## src/rtl/spd_regs.svh

```systemverilog
// Purpose: Offsets, field positions and reset values of the serial port pin data block
// Assumes: Word-aligned byte addresses on the plain register port
// Notes: Definitions only
`ifndef SPD_REGS_SVH
`define SPD_REGS_SVH

// ============================================================
// Register map
`define SPD_ADDR_W 8
`define SPD_OUT_DATA_OFFSET 8'hAC
`define SPD_OUT_ENABLE_OFFSET 8'hB4

// ============================================================
// Fields and reset values
`define SPD_PIN_COUNT 12
`define SPD_PINS_PER_PORT 4
`define SPD_DATA_W 32
`define SPD_OUT_DATA_RESET 12'h000
`define SPD_OUT_ENABLE_RESET 12'h000
`define SPD_FIELD_CLOCK 0
`define SPD_FIELD_MASTER_IN 1
`define SPD_FIELD_MASTER_OUT 2
`define SPD_FIELD_SELECT 3

`endif

```

## src/rtl/spd_pkg.sv

```systemverilog
// Purpose: Types shared by the serial port pin data block
// Assumes: Nothing beyond the register header
// Notes: Types only
package spd_pkg;
    typedef enum logic [1:0] {
        SPD_PORT_A,
        SPD_PORT_B,
        SPD_PORT_C
    } spd_port_type;

    typedef enum logic [1:0] {
        SPD_SEL_NONE,
        SPD_SEL_DATA,
        SPD_SEL_ENABLE
    } spd_sel_type;
endpackage

```

## src/rtl/spd_reg_decode.sv

```systemverilog
// Purpose: Address decode and read mux for the pin data registers
// Assumes: Plain port, read data one cycle after the read strobe
// Notes: Unmapped addresses read zero and drop writes
`timescale 1ns/1ps
`include "spd_regs.svh"

module spd_reg_decode #(
    parameter int PIN_COUNT = `SPD_PIN_COUNT
) (
    // Clock and reset
    input wire logic sys_clk,
    input wire logic rst,
    // Bus side
    input wire logic [`SPD_ADDR_W-1:0] addr,
    input wire logic rd_stb,
    output logic [`SPD_DATA_W-1:0] rd_data,
    // Register values
    input wire logic [PIN_COUNT-1:0] data_value,
    input wire logic [PIN_COUNT-1:0] enable_value,
    output spd_pkg::spd_sel_type sel
);
    function automatic spd_pkg::spd_sel_type decode(input logic [`SPD_ADDR_W-1:0] a);
        case (a)
            `SPD_OUT_DATA_OFFSET: decode = spd_pkg::SPD_SEL_DATA;
            `SPD_OUT_ENABLE_OFFSET: decode = spd_pkg::SPD_SEL_ENABLE;
            default: decode = spd_pkg::SPD_SEL_NONE;
        endcase
    endfunction

    assign sel = decode(addr);

    // ============================================================
    // Registered read data, upper bits zero
    always_ff @(posedge sys_clk or posedge rst) begin
        if (rst) begin
            rd_data <= 32'h0000_0000;
        end else if (rd_stb) begin
            case (sel)
                spd_pkg::SPD_SEL_DATA:
                    rd_data <= {{(`SPD_DATA_W-PIN_COUNT){1'b0}}, data_value};
                spd_pkg::SPD_SEL_ENABLE:
                    rd_data <= {{(`SPD_DATA_W-PIN_COUNT){1'b0}}, enable_value};
                default: rd_data <= 32'h0000_0000;
            endcase
        end else begin
            rd_data <= 32'h0000_0000;
        end
    end
endmodule

```

## src/rtl/spd_pin_mux.sv

```systemverilog
// Purpose: Per-pin output drive from the data and enable bits
// Assumes: Functional drive comes from the owning peripheral
// Notes: Combinational only
`timescale 1ns/1ps
`include "spd_regs.svh"

module spd_pin_mux #(
    parameter int PIN_COUNT = `SPD_PIN_COUNT
) (
    // Register values
    input wire logic [PIN_COUNT-1:0] data_value,
    input wire logic [PIN_COUNT-1:0] enable_value,
    // Peripheral side
    input wire logic [PIN_COUNT-1:0] func_out,
    input wire logic [PIN_COUNT-1:0] func_oe,
    // Pin side
    output logic [PIN_COUNT-1:0] pin_out,
    output logic [PIN_COUNT-1:0] pin_oe
);
    genvar i;
    generate
        for (i = 0; i < PIN_COUNT; i++) begin : g_pin
            assign pin_out[i] = enable_value[i] ? data_value[i] : func_out[i];
            assign pin_oe[i] = enable_value[i] | func_oe[i];
        end
    endgenerate
endmodule

```

## src/rtl/spd_top.sv

```systemverilog
// Behaviour
// - Bits 0 to 3 hold port A clock, master-in, master-out and select output values.
// - Bits 4 to 7 hold port B clock, master-in, master-out and select output values.
// - Bit 8 holds port C clock, with its master-in, master-out and select above it.
// - A pin enabled as general output is driven to its stored data bit.
// - A pin not enabled as general output ignores its data bit, which still stores.
// - Every pin data bit is read and written by software and resets to zero.
//
// Purpose: General output data register for the three serial port pin groups
// Assumes: Enable register here stands in for the pin-function selection
// Notes: Pin vector order is clock, master-in, master-out, select per port
`timescale 1ns/1ps
`include "spd_regs.svh"

module spd_top #(
    parameter int PIN_COUNT = `SPD_PIN_COUNT
) (
    // Clock and reset
    input wire logic sys_clk,
    input wire logic rst,
    // Register port
    input wire logic [`SPD_ADDR_W-1:0] addr,
    input wire logic [`SPD_DATA_W-1:0] wr_data,
    input wire logic wr_stb,
    input wire logic rd_stb,
    output logic [`SPD_DATA_W-1:0] rd_data,
    // Peripheral functional drive
    input wire logic [PIN_COUNT-1:0] func_out,
    input wire logic [PIN_COUNT-1:0] func_oe,
    // Pins
    output logic [PIN_COUNT-1:0] pin_out,
    output logic [PIN_COUNT-1:0] pin_oe
);
    // Refuse pin counts the field map cannot serve
    if (PIN_COUNT != `SPD_PIN_COUNT) begin : g_bad_pin_count
        $error("PIN_COUNT must be 12");
    end

    // ============================================================
    // Registers
    logic [PIN_COUNT-1:0] out_data;
    logic [PIN_COUNT-1:0] out_enable;
    spd_pkg::spd_sel_type sel;
    logic data_wr;
    logic enable_wr;
    logic data_rd;
    logic enable_rd;
    logic none_wr;
    logic none_rd;

    // Access qualifiers shared by registers and checks
    assign data_wr = wr_stb && sel == spd_pkg::SPD_SEL_DATA;
    assign enable_wr = wr_stb && sel == spd_pkg::SPD_SEL_ENABLE;
    assign data_rd = rd_stb && sel == spd_pkg::SPD_SEL_DATA;
    assign enable_rd = rd_stb && sel == spd_pkg::SPD_SEL_ENABLE;
    assign none_wr = wr_stb && sel == spd_pkg::SPD_SEL_NONE;
    assign none_rd = rd_stb && sel == spd_pkg::SPD_SEL_NONE;

    spd_reg_decode #(.PIN_COUNT(PIN_COUNT)) u_decode (
        .sys_clk(sys_clk),
        .rst(rst),
        .addr(addr),
        .rd_stb(rd_stb),
        .rd_data(rd_data),
        .data_value(out_data),
        .enable_value(out_enable),
        .sel(sel)
    );

    always_ff @(posedge sys_clk or posedge rst) begin
        if (rst) begin
            out_data <= `SPD_OUT_DATA_RESET;
        end else if (data_wr) begin
            out_data <= wr_data[PIN_COUNT-1:0];
        end
    end

    always_ff @(posedge sys_clk or posedge rst) begin
        if (rst) begin
            out_enable <= `SPD_OUT_ENABLE_RESET;
        end else if (enable_wr) begin
            out_enable <= wr_data[PIN_COUNT-1:0];
        end
    end

    // ============================================================
    // Pin drive
    // enable selects data
    spd_pin_mux #(.PIN_COUNT(PIN_COUNT)) u_mux (
        .data_value(out_data),
        .enable_value(out_enable),
        .func_out(func_out),
        .func_oe(func_oe),
        .pin_out(pin_out),
        .pin_oe(pin_oe)
    );

    // ============================================================
    // Checks
    // write then readback
    data_readback_a: assert property (@(posedge sys_clk) disable iff (rst)
        (wr_stb && sel == spd_pkg::SPD_SEL_DATA) ##1 (rd_stb && addr == `SPD_OUT_DATA_OFFSET)
        |=> rd_data[PIN_COUNT-1:0] == $past(wr_data[PIN_COUNT-1:0], 2))
        else $error("data readback mismatch");
    upper_zero_a: assert property (@(posedge sys_clk) disable iff (rst)
        rd_data[`SPD_DATA_W-1:PIN_COUNT] == '0)
        else $error("reserved bits not zero");
    enabled_drive_a: assert property (@(posedge sys_clk) disable iff (rst)
        (wr_stb && sel == spd_pkg::SPD_SEL_DATA && out_enable[0])
        |=> pin_out[0] == $past(wr_data[0]) && pin_oe[0])
        else $error("enabled pin not driven from data");
    disabled_pass_a: assert property (@(posedge sys_clk) disable iff (rst)
        !out_enable[`SPD_FIELD_SELECT] |-> pin_out[`SPD_FIELD_SELECT] == func_out[`SPD_FIELD_SELECT])
        else $error("disabled pin affected by data");
    port_c_clock_a: assert property (@(posedge sys_clk) disable iff (rst)
        (wr_stb && sel == spd_pkg::SPD_SEL_DATA) |=> out_data[8] == $past(wr_data[8]))
        else $error("port C clock bit not stored");
    port_b_select_a: assert property (@(posedge sys_clk) disable iff (rst)
        (wr_stb && sel == spd_pkg::SPD_SEL_DATA) |=> out_data[7] == $past(wr_data[7]))
        else $error("port B select bit not stored");
    port_a_clock_a: assert property (@(posedge sys_clk) disable iff (rst)
        (wr_stb && sel == spd_pkg::SPD_SEL_DATA) |=> out_data[0] == $past(wr_data[0]))
        else $error("port A clock bit not stored");
    data_hold_a: assert property (@(posedge sys_clk) disable iff (rst)
        !(wr_stb && sel == spd_pkg::SPD_SEL_DATA) |=> $stable(out_data))
        else $error("data changed without write");
    reset_zero_a: assert property (@(posedge sys_clk)
        $past(rst) && !rst |-> out_data == '0 && out_enable == '0 && rd_data == '0)
        else $error("registers not clear after reset");
    rd_idle_zero_a: assert property (@(posedge sys_clk) disable iff (rst)
        !rd_stb |=> rd_data == '0)
        else $error("read data not zero outside a read");
    unmapped_write_a: assert property (@(posedge sys_clk) disable iff (rst)
        none_wr |=> $stable(out_data) && $stable(out_enable))
        else $error("unmapped write changed a register");
    unmapped_read_a: assert property (@(posedge sys_clk) disable iff (rst)
        none_rd |=> rd_data == '0)
        else $error("unmapped read not zero");
    enable_read_a: assert property (@(posedge sys_clk) disable iff (rst)
        enable_rd |=> rd_data[PIN_COUNT-1:0] == $past(out_enable))
        else $error("enable readback mismatch");
    enable_store_a: assert property (@(posedge sys_clk) disable iff (rst)
        enable_wr |=> out_enable == $past(wr_data[PIN_COUNT-1:0]))
        else $error("enable write not stored");

    // ============================================================
    // Field placement per port
    genvar port_i;
    generate
        for (port_i = 0; port_i < PIN_COUNT / `SPD_PINS_PER_PORT; port_i++) begin : g_port_chk
            localparam int BASE = port_i * `SPD_PINS_PER_PORT;
            localparam int CLK_BIT = BASE + `SPD_FIELD_CLOCK;
            localparam int MI_BIT = BASE + `SPD_FIELD_MASTER_IN;
            localparam int MO_BIT = BASE + `SPD_FIELD_MASTER_OUT;
            localparam int SEL_BIT = BASE + `SPD_FIELD_SELECT;
            clock_store_a: assert property (@(posedge sys_clk) disable iff (rst)
                data_wr |=> out_data[CLK_BIT] == $past(wr_data[CLK_BIT]))
                else $error("clock field not stored at its bit");
            min_store_a: assert property (@(posedge sys_clk) disable iff (rst)
                data_wr |=> out_data[MI_BIT] == $past(wr_data[MI_BIT]))
                else $error("master-in field not stored at its bit");
            mout_store_a: assert property (@(posedge sys_clk) disable iff (rst)
                data_wr |=> out_data[MO_BIT] == $past(wr_data[MO_BIT]))
                else $error("master-out field not stored at its bit");
            select_store_a: assert property (@(posedge sys_clk) disable iff (rst)
                data_wr |=> out_data[SEL_BIT] == $past(wr_data[SEL_BIT]))
                else $error("select field not stored at its bit");
            clock_read_a: assert property (@(posedge sys_clk) disable iff (rst)
                data_rd |=> rd_data[CLK_BIT] == $past(out_data[CLK_BIT]))
                else $error("clock field not read at its bit");
            min_read_a: assert property (@(posedge sys_clk) disable iff (rst)
                data_rd |=> rd_data[MI_BIT] == $past(out_data[MI_BIT]))
                else $error("master-in field not read at its bit");
            mout_read_a: assert property (@(posedge sys_clk) disable iff (rst)
                data_rd |=> rd_data[MO_BIT] == $past(out_data[MO_BIT]))
                else $error("master-out field not read at its bit");
            select_read_a: assert property (@(posedge sys_clk) disable iff (rst)
                data_rd |=> rd_data[SEL_BIT] == $past(out_data[SEL_BIT]))
                else $error("select field not read at its bit");
        end
    endgenerate

    // ============================================================
    // Per-pin drive checks
    genvar pin_i;
    generate
        for (pin_i = 0; pin_i < PIN_COUNT; pin_i++) begin : g_pin_chk
            pin_drive_a: assert property (@(posedge sys_clk) disable iff (rst)
                out_enable[pin_i] |-> pin_out[pin_i] == out_data[pin_i] && pin_oe[pin_i])
                else $error("enabled pin not at its data level");
            pin_pass_a: assert property (@(posedge sys_clk) disable iff (rst)
                !out_enable[pin_i] |-> pin_out[pin_i] == func_out[pin_i]
                    && pin_oe[pin_i] == func_oe[pin_i])
                else $error("disabled pin affected by data");
            pin_store_a: assert property (@(posedge sys_clk) disable iff (rst)
                data_wr && !out_enable[pin_i] |=> out_data[pin_i] == $past(wr_data[pin_i]))
                else $error("disabled pin bit not stored");
            pin_read_a: assert property (@(posedge sys_clk) disable iff (rst)
                data_rd |=> rd_data[pin_i] == $past(out_data[pin_i]))
                else $error("pin bit not read back");
        end
    endgenerate

    data_write_c: cover property (@(posedge sys_clk) disable iff (rst)
        wr_stb && sel == spd_pkg::SPD_SEL_DATA);
    enable_write_c: cover property (@(posedge sys_clk) disable iff (rst)
        wr_stb && sel == spd_pkg::SPD_SEL_ENABLE);
    gpio_drive_c: cover property (@(posedge sys_clk) disable iff (rst)
        out_enable != '0 && out_data != '0);
    data_readback_c: cover property (@(posedge sys_clk) disable iff (rst)
        data_wr ##1 data_rd);
    mixed_pins_c: cover property (@(posedge sys_clk) disable iff (rst)
        out_enable != '0 && ~out_enable != '0);
endmodule

```

## config.mk

```make
export PLATFORM = sky130hd
export DESIGN_NAME = spd_top
export DESIGN_NICKNAME = d
export VERILOG_FILES = /design/src/rtl/spd_pkg.sv /design/src/rtl/spd_reg_decode.sv /design/src/rtl/spd_pin_mux.sv /design/src/rtl/spd_top.sv
export VERILOG_INCLUDE_DIRS = /design/src /design/src/rtl
export SDC_FILE = /design/constraint.sdc
export NUM_CORES = 1
export LEC_CHECK = 0
export ABC_CLOCK_PERIOD_IN_PS = 1100
export BUFFER_PORTS_ARGS = -buffer_cell sky130_fd_sc_hd__buf_2
export CAP_MARGIN = 15
export CORE_ASPECT_RATIO = 0.75
export CORE_MARGIN = 2
export CORE_UTILIZATION = 42
export CTS_CLUSTER_DIAMETER = 50
export DETAILED_ROUTE_END_ITERATION = 7
export PLACE_DENSITY_LB_ADDON = 0.25
export RECOVER_POWER = 25
export SLEW_MARGIN = 20
export SYNTH_ARGS = -nofsm -noshare
export SYNTH_HDL_FRONTEND = slang
export SYNTH_SLANG_ARGS = --single-unit
```

## constraint.sdc

```tcl
create_clock -name sys_clk -period 1.1 [get_ports sys_clk]
set_clock_uncertainty 0.05 [all_clocks]
set_input_delay 0.11 -clock sys_clk [delete_from_list [all_inputs] [get_ports sys_clk]]
set_output_delay 0.11 -clock sys_clk [all_outputs]
set_load 0.01 [all_outputs]
```

==> results.cfg <==
[status]
outcome = finished, violations left
violations = negative setup slack

[routing]
drtPass1Iterations = 4
vias = 1473
drt_iter0_drc = 25
vias_per_cell = 4.72
drc = 0
wirelength_um = 4500
routedWlPerCell_um = 14.4
ant_nets = 0

[sta]
rsz0062_at_grt = yes
setup_slack_ps = -223
setup_viol = 60
min_period_ps = 1320
finalCritPeriodShare = 1.20
setup_tns_ps = -8770
finalMaxSlewViolations = 0
holdWs_ps = 15.0
hold_viol = 0
max_freq_mhz = 756

[critical_path]
crit_type = flip-flop to primary output
critPathTopFamily = flip-flops
crit_chain = or2_2 > buf_6
slowest_stage = dfrtp_1
slowest_delay_ps = 430
cp-startpoint = out_enable[10]
cp-end-kind = primary output
start_kind = flip-flop
r2r-start = out_enable[2]
critPathRequiredTime_ps = 940
cp.buffers_inverters = 1
arrival_ps = 1160
cp_max_fo = 3

[finish]
area_delta_synth_final_pct = 56.4
fin_nets = 324
fillCellCount = 340
utilization = 0.670
antenna_cells = 0
layout-drive-gt1-share = 0.690

[placement]
io_buffers = 83
hpwl_um = 2800
pre_cts_ws_ps = -514
gp_congestion = 0.703

[floorplanning]
core_area_um2 = 4390
die_h_um = 62.0
start_util = 0.429
die_area_um2 = 5030
boundaryPins = 124
die_x_um = 81.3
rows = 21

[synthesis]
post_synth_instance_area_um2 = 1880
synth-warning-count = 0
ys.flop_type = dfrtp_1
synth.distinct_cells = 17
synth_edf_count = 0
ys_ff_latch = 36
async_flop_share = 1.00
syn_area_per_cell_um2 = 12.9
yosysTopAreaCell = dfrtp_1
synth_area_leaders = dfrtp_1 48%, mux2_4 16%, mux2_2 9.6%
yosys.area.top_type_share = 0.479
synth.most_common_cell = dfrtp_1
seq_area_frac_synth = 0.479
netlist_top_cells_count = 36 x dfrtp_1, 20 x buf_4, 20 x mux2_4
syn_inst = 146

[global_route]
gr-usage-all-layers = 0.188
grt_max_degree = 37
grt_pass1_vias = 1416
grt_pass1_wl_um = 6840
antenna_found_initial = 0
grt-ovfl-total = 0

[power]
power_density_nw_per_um2 = 985
p_leak_nw = 1.58
ir_drop_uv = 585
p_total_mw = 2.90

[clock_network]
cts-buffers-inserted = 5
clk-insertion-delay-late_ps = 290
cts_tree = built
clk_path_buf_depth = 2
clk_pin_slew_worst_paths_ps = 70
htreeDepth = 2
clock-sinks = 36
clockRootBuffer = clkbuf_8

[worst_hold_path]
hp-class = input pin to flip-flop
worstHoldStart = wr_data[0]

[flow_run]
cap_violations = 0
-- metal layers --
| layer | track usage | vias to the layer above | wire length [um] |
|---|---|---|---|
| li1 | - | 685 | - |
| met1 | 0.243 | 721 | 1980 |
| met2 | 0.311 | 62 | 2220 |
| met3 | 0.0607 | 5 | 275 |
| met4 | 0.0508 | 0 | 21 |
| met5 | 0 | - | 0 |
-- final cells by class --
class | instances | area, um^2 | share of cell area
multi-input cells | 105 | 1090 | 0.369
flip-flops and latches | 36 | 901 | 0.306
repair buffers | 105 | 790 | 0.268
clock buffers | 8 | 90.1 | 0.0306
well taps | 57 | 71.3 | 0.0242
inverters | 1 | 3.75 | 0.00128
-- report_power, final --
| group | total [mW] | internal [mW] | leakage (nW) | switching, mW |
|---|---|---|---|---|
| clock network | 0.964 | 0.511 | 0.0455 | 0.454 |
| logic | 0.522 | 0.323 | 1.03 | 0.199 |
| registers | 1.41 | 1.37 | 0.499 | 0.0466 |
| total | 2.90 | 2.20 | 1.58 | 0.699 |
-- kinds of logic after synthesis --
| kind of cell | Yosys count | share of synthesized area |
|---|---|---|
| flip-flops | 36 | 0.479 |
| other | 1 | 0.00199 |
| AND/OR/NAND/NOR | 33 | 0.101 |
| adder cells (fa/ha/maj) | 2 | 0.0133 |
| multiplexers | 36 | 0.255 |
| AO/OA/AOI/OAI | 12 | 0.0479 |
| buffers and inverters | 26 | 0.101 |
-- worst paths after layout --
path | cells after the start | slack [ps] | endpoint
worst max-delay path | 2 | -220 | pin_oe[10]
worst min-delay path | 2 | 10 | out_data[0]
worst max register to register | 3 | 10 | out_enable[2]
worst min register to register | 2 | 520 | u_decode.rd_data[3]
max in group asynchronous | 4 | 210 | u_decode.rd_data[11]
min in group asynchronous | 4 | 450 | u_decode.rd_data[1]
-- layout by cell type (no fill, tap or decap), types with 6 or more instances in the layout --
cell type	n
a22oi_2	11
buf_2	58
buf_4	12
buf_6	29
clkbuf_8	6
conb_1	20
dfrtp_1	36
mux2_4	35
nor2_1	13
or2_4	11
-- registers in the layout, indices dropped and copies added (netlist names) --
signal and count:
out_data 12, out_enable 12, u_decode.rd_data 12
-- worst register-to-register path, delay by kind of cell, from the launching register on --
kind	cells	cell delay, ps
multiplexers	1	250
buffers and inverters	2	270
flip-flops	1	410
-- repair_timing --
item,CTS,global route
endpoints found under the hold margin,36,1
buffers inserted,13,1
hold buffers,1,1
gates resized for setup,67,10
setup endpoints to repair,60,60
gates cloned,2,1
pin swaps,28,17
-- per-stage QoR --
step	instance area, um^2	std cells
after floorplan	2000	165
after global placement	2340	286
after detailed placement	2340	286
after CTS	2910	310
after global routing	2940	312
final	2940	312
No activity file was read; power rests on OpenSTA's default activity.
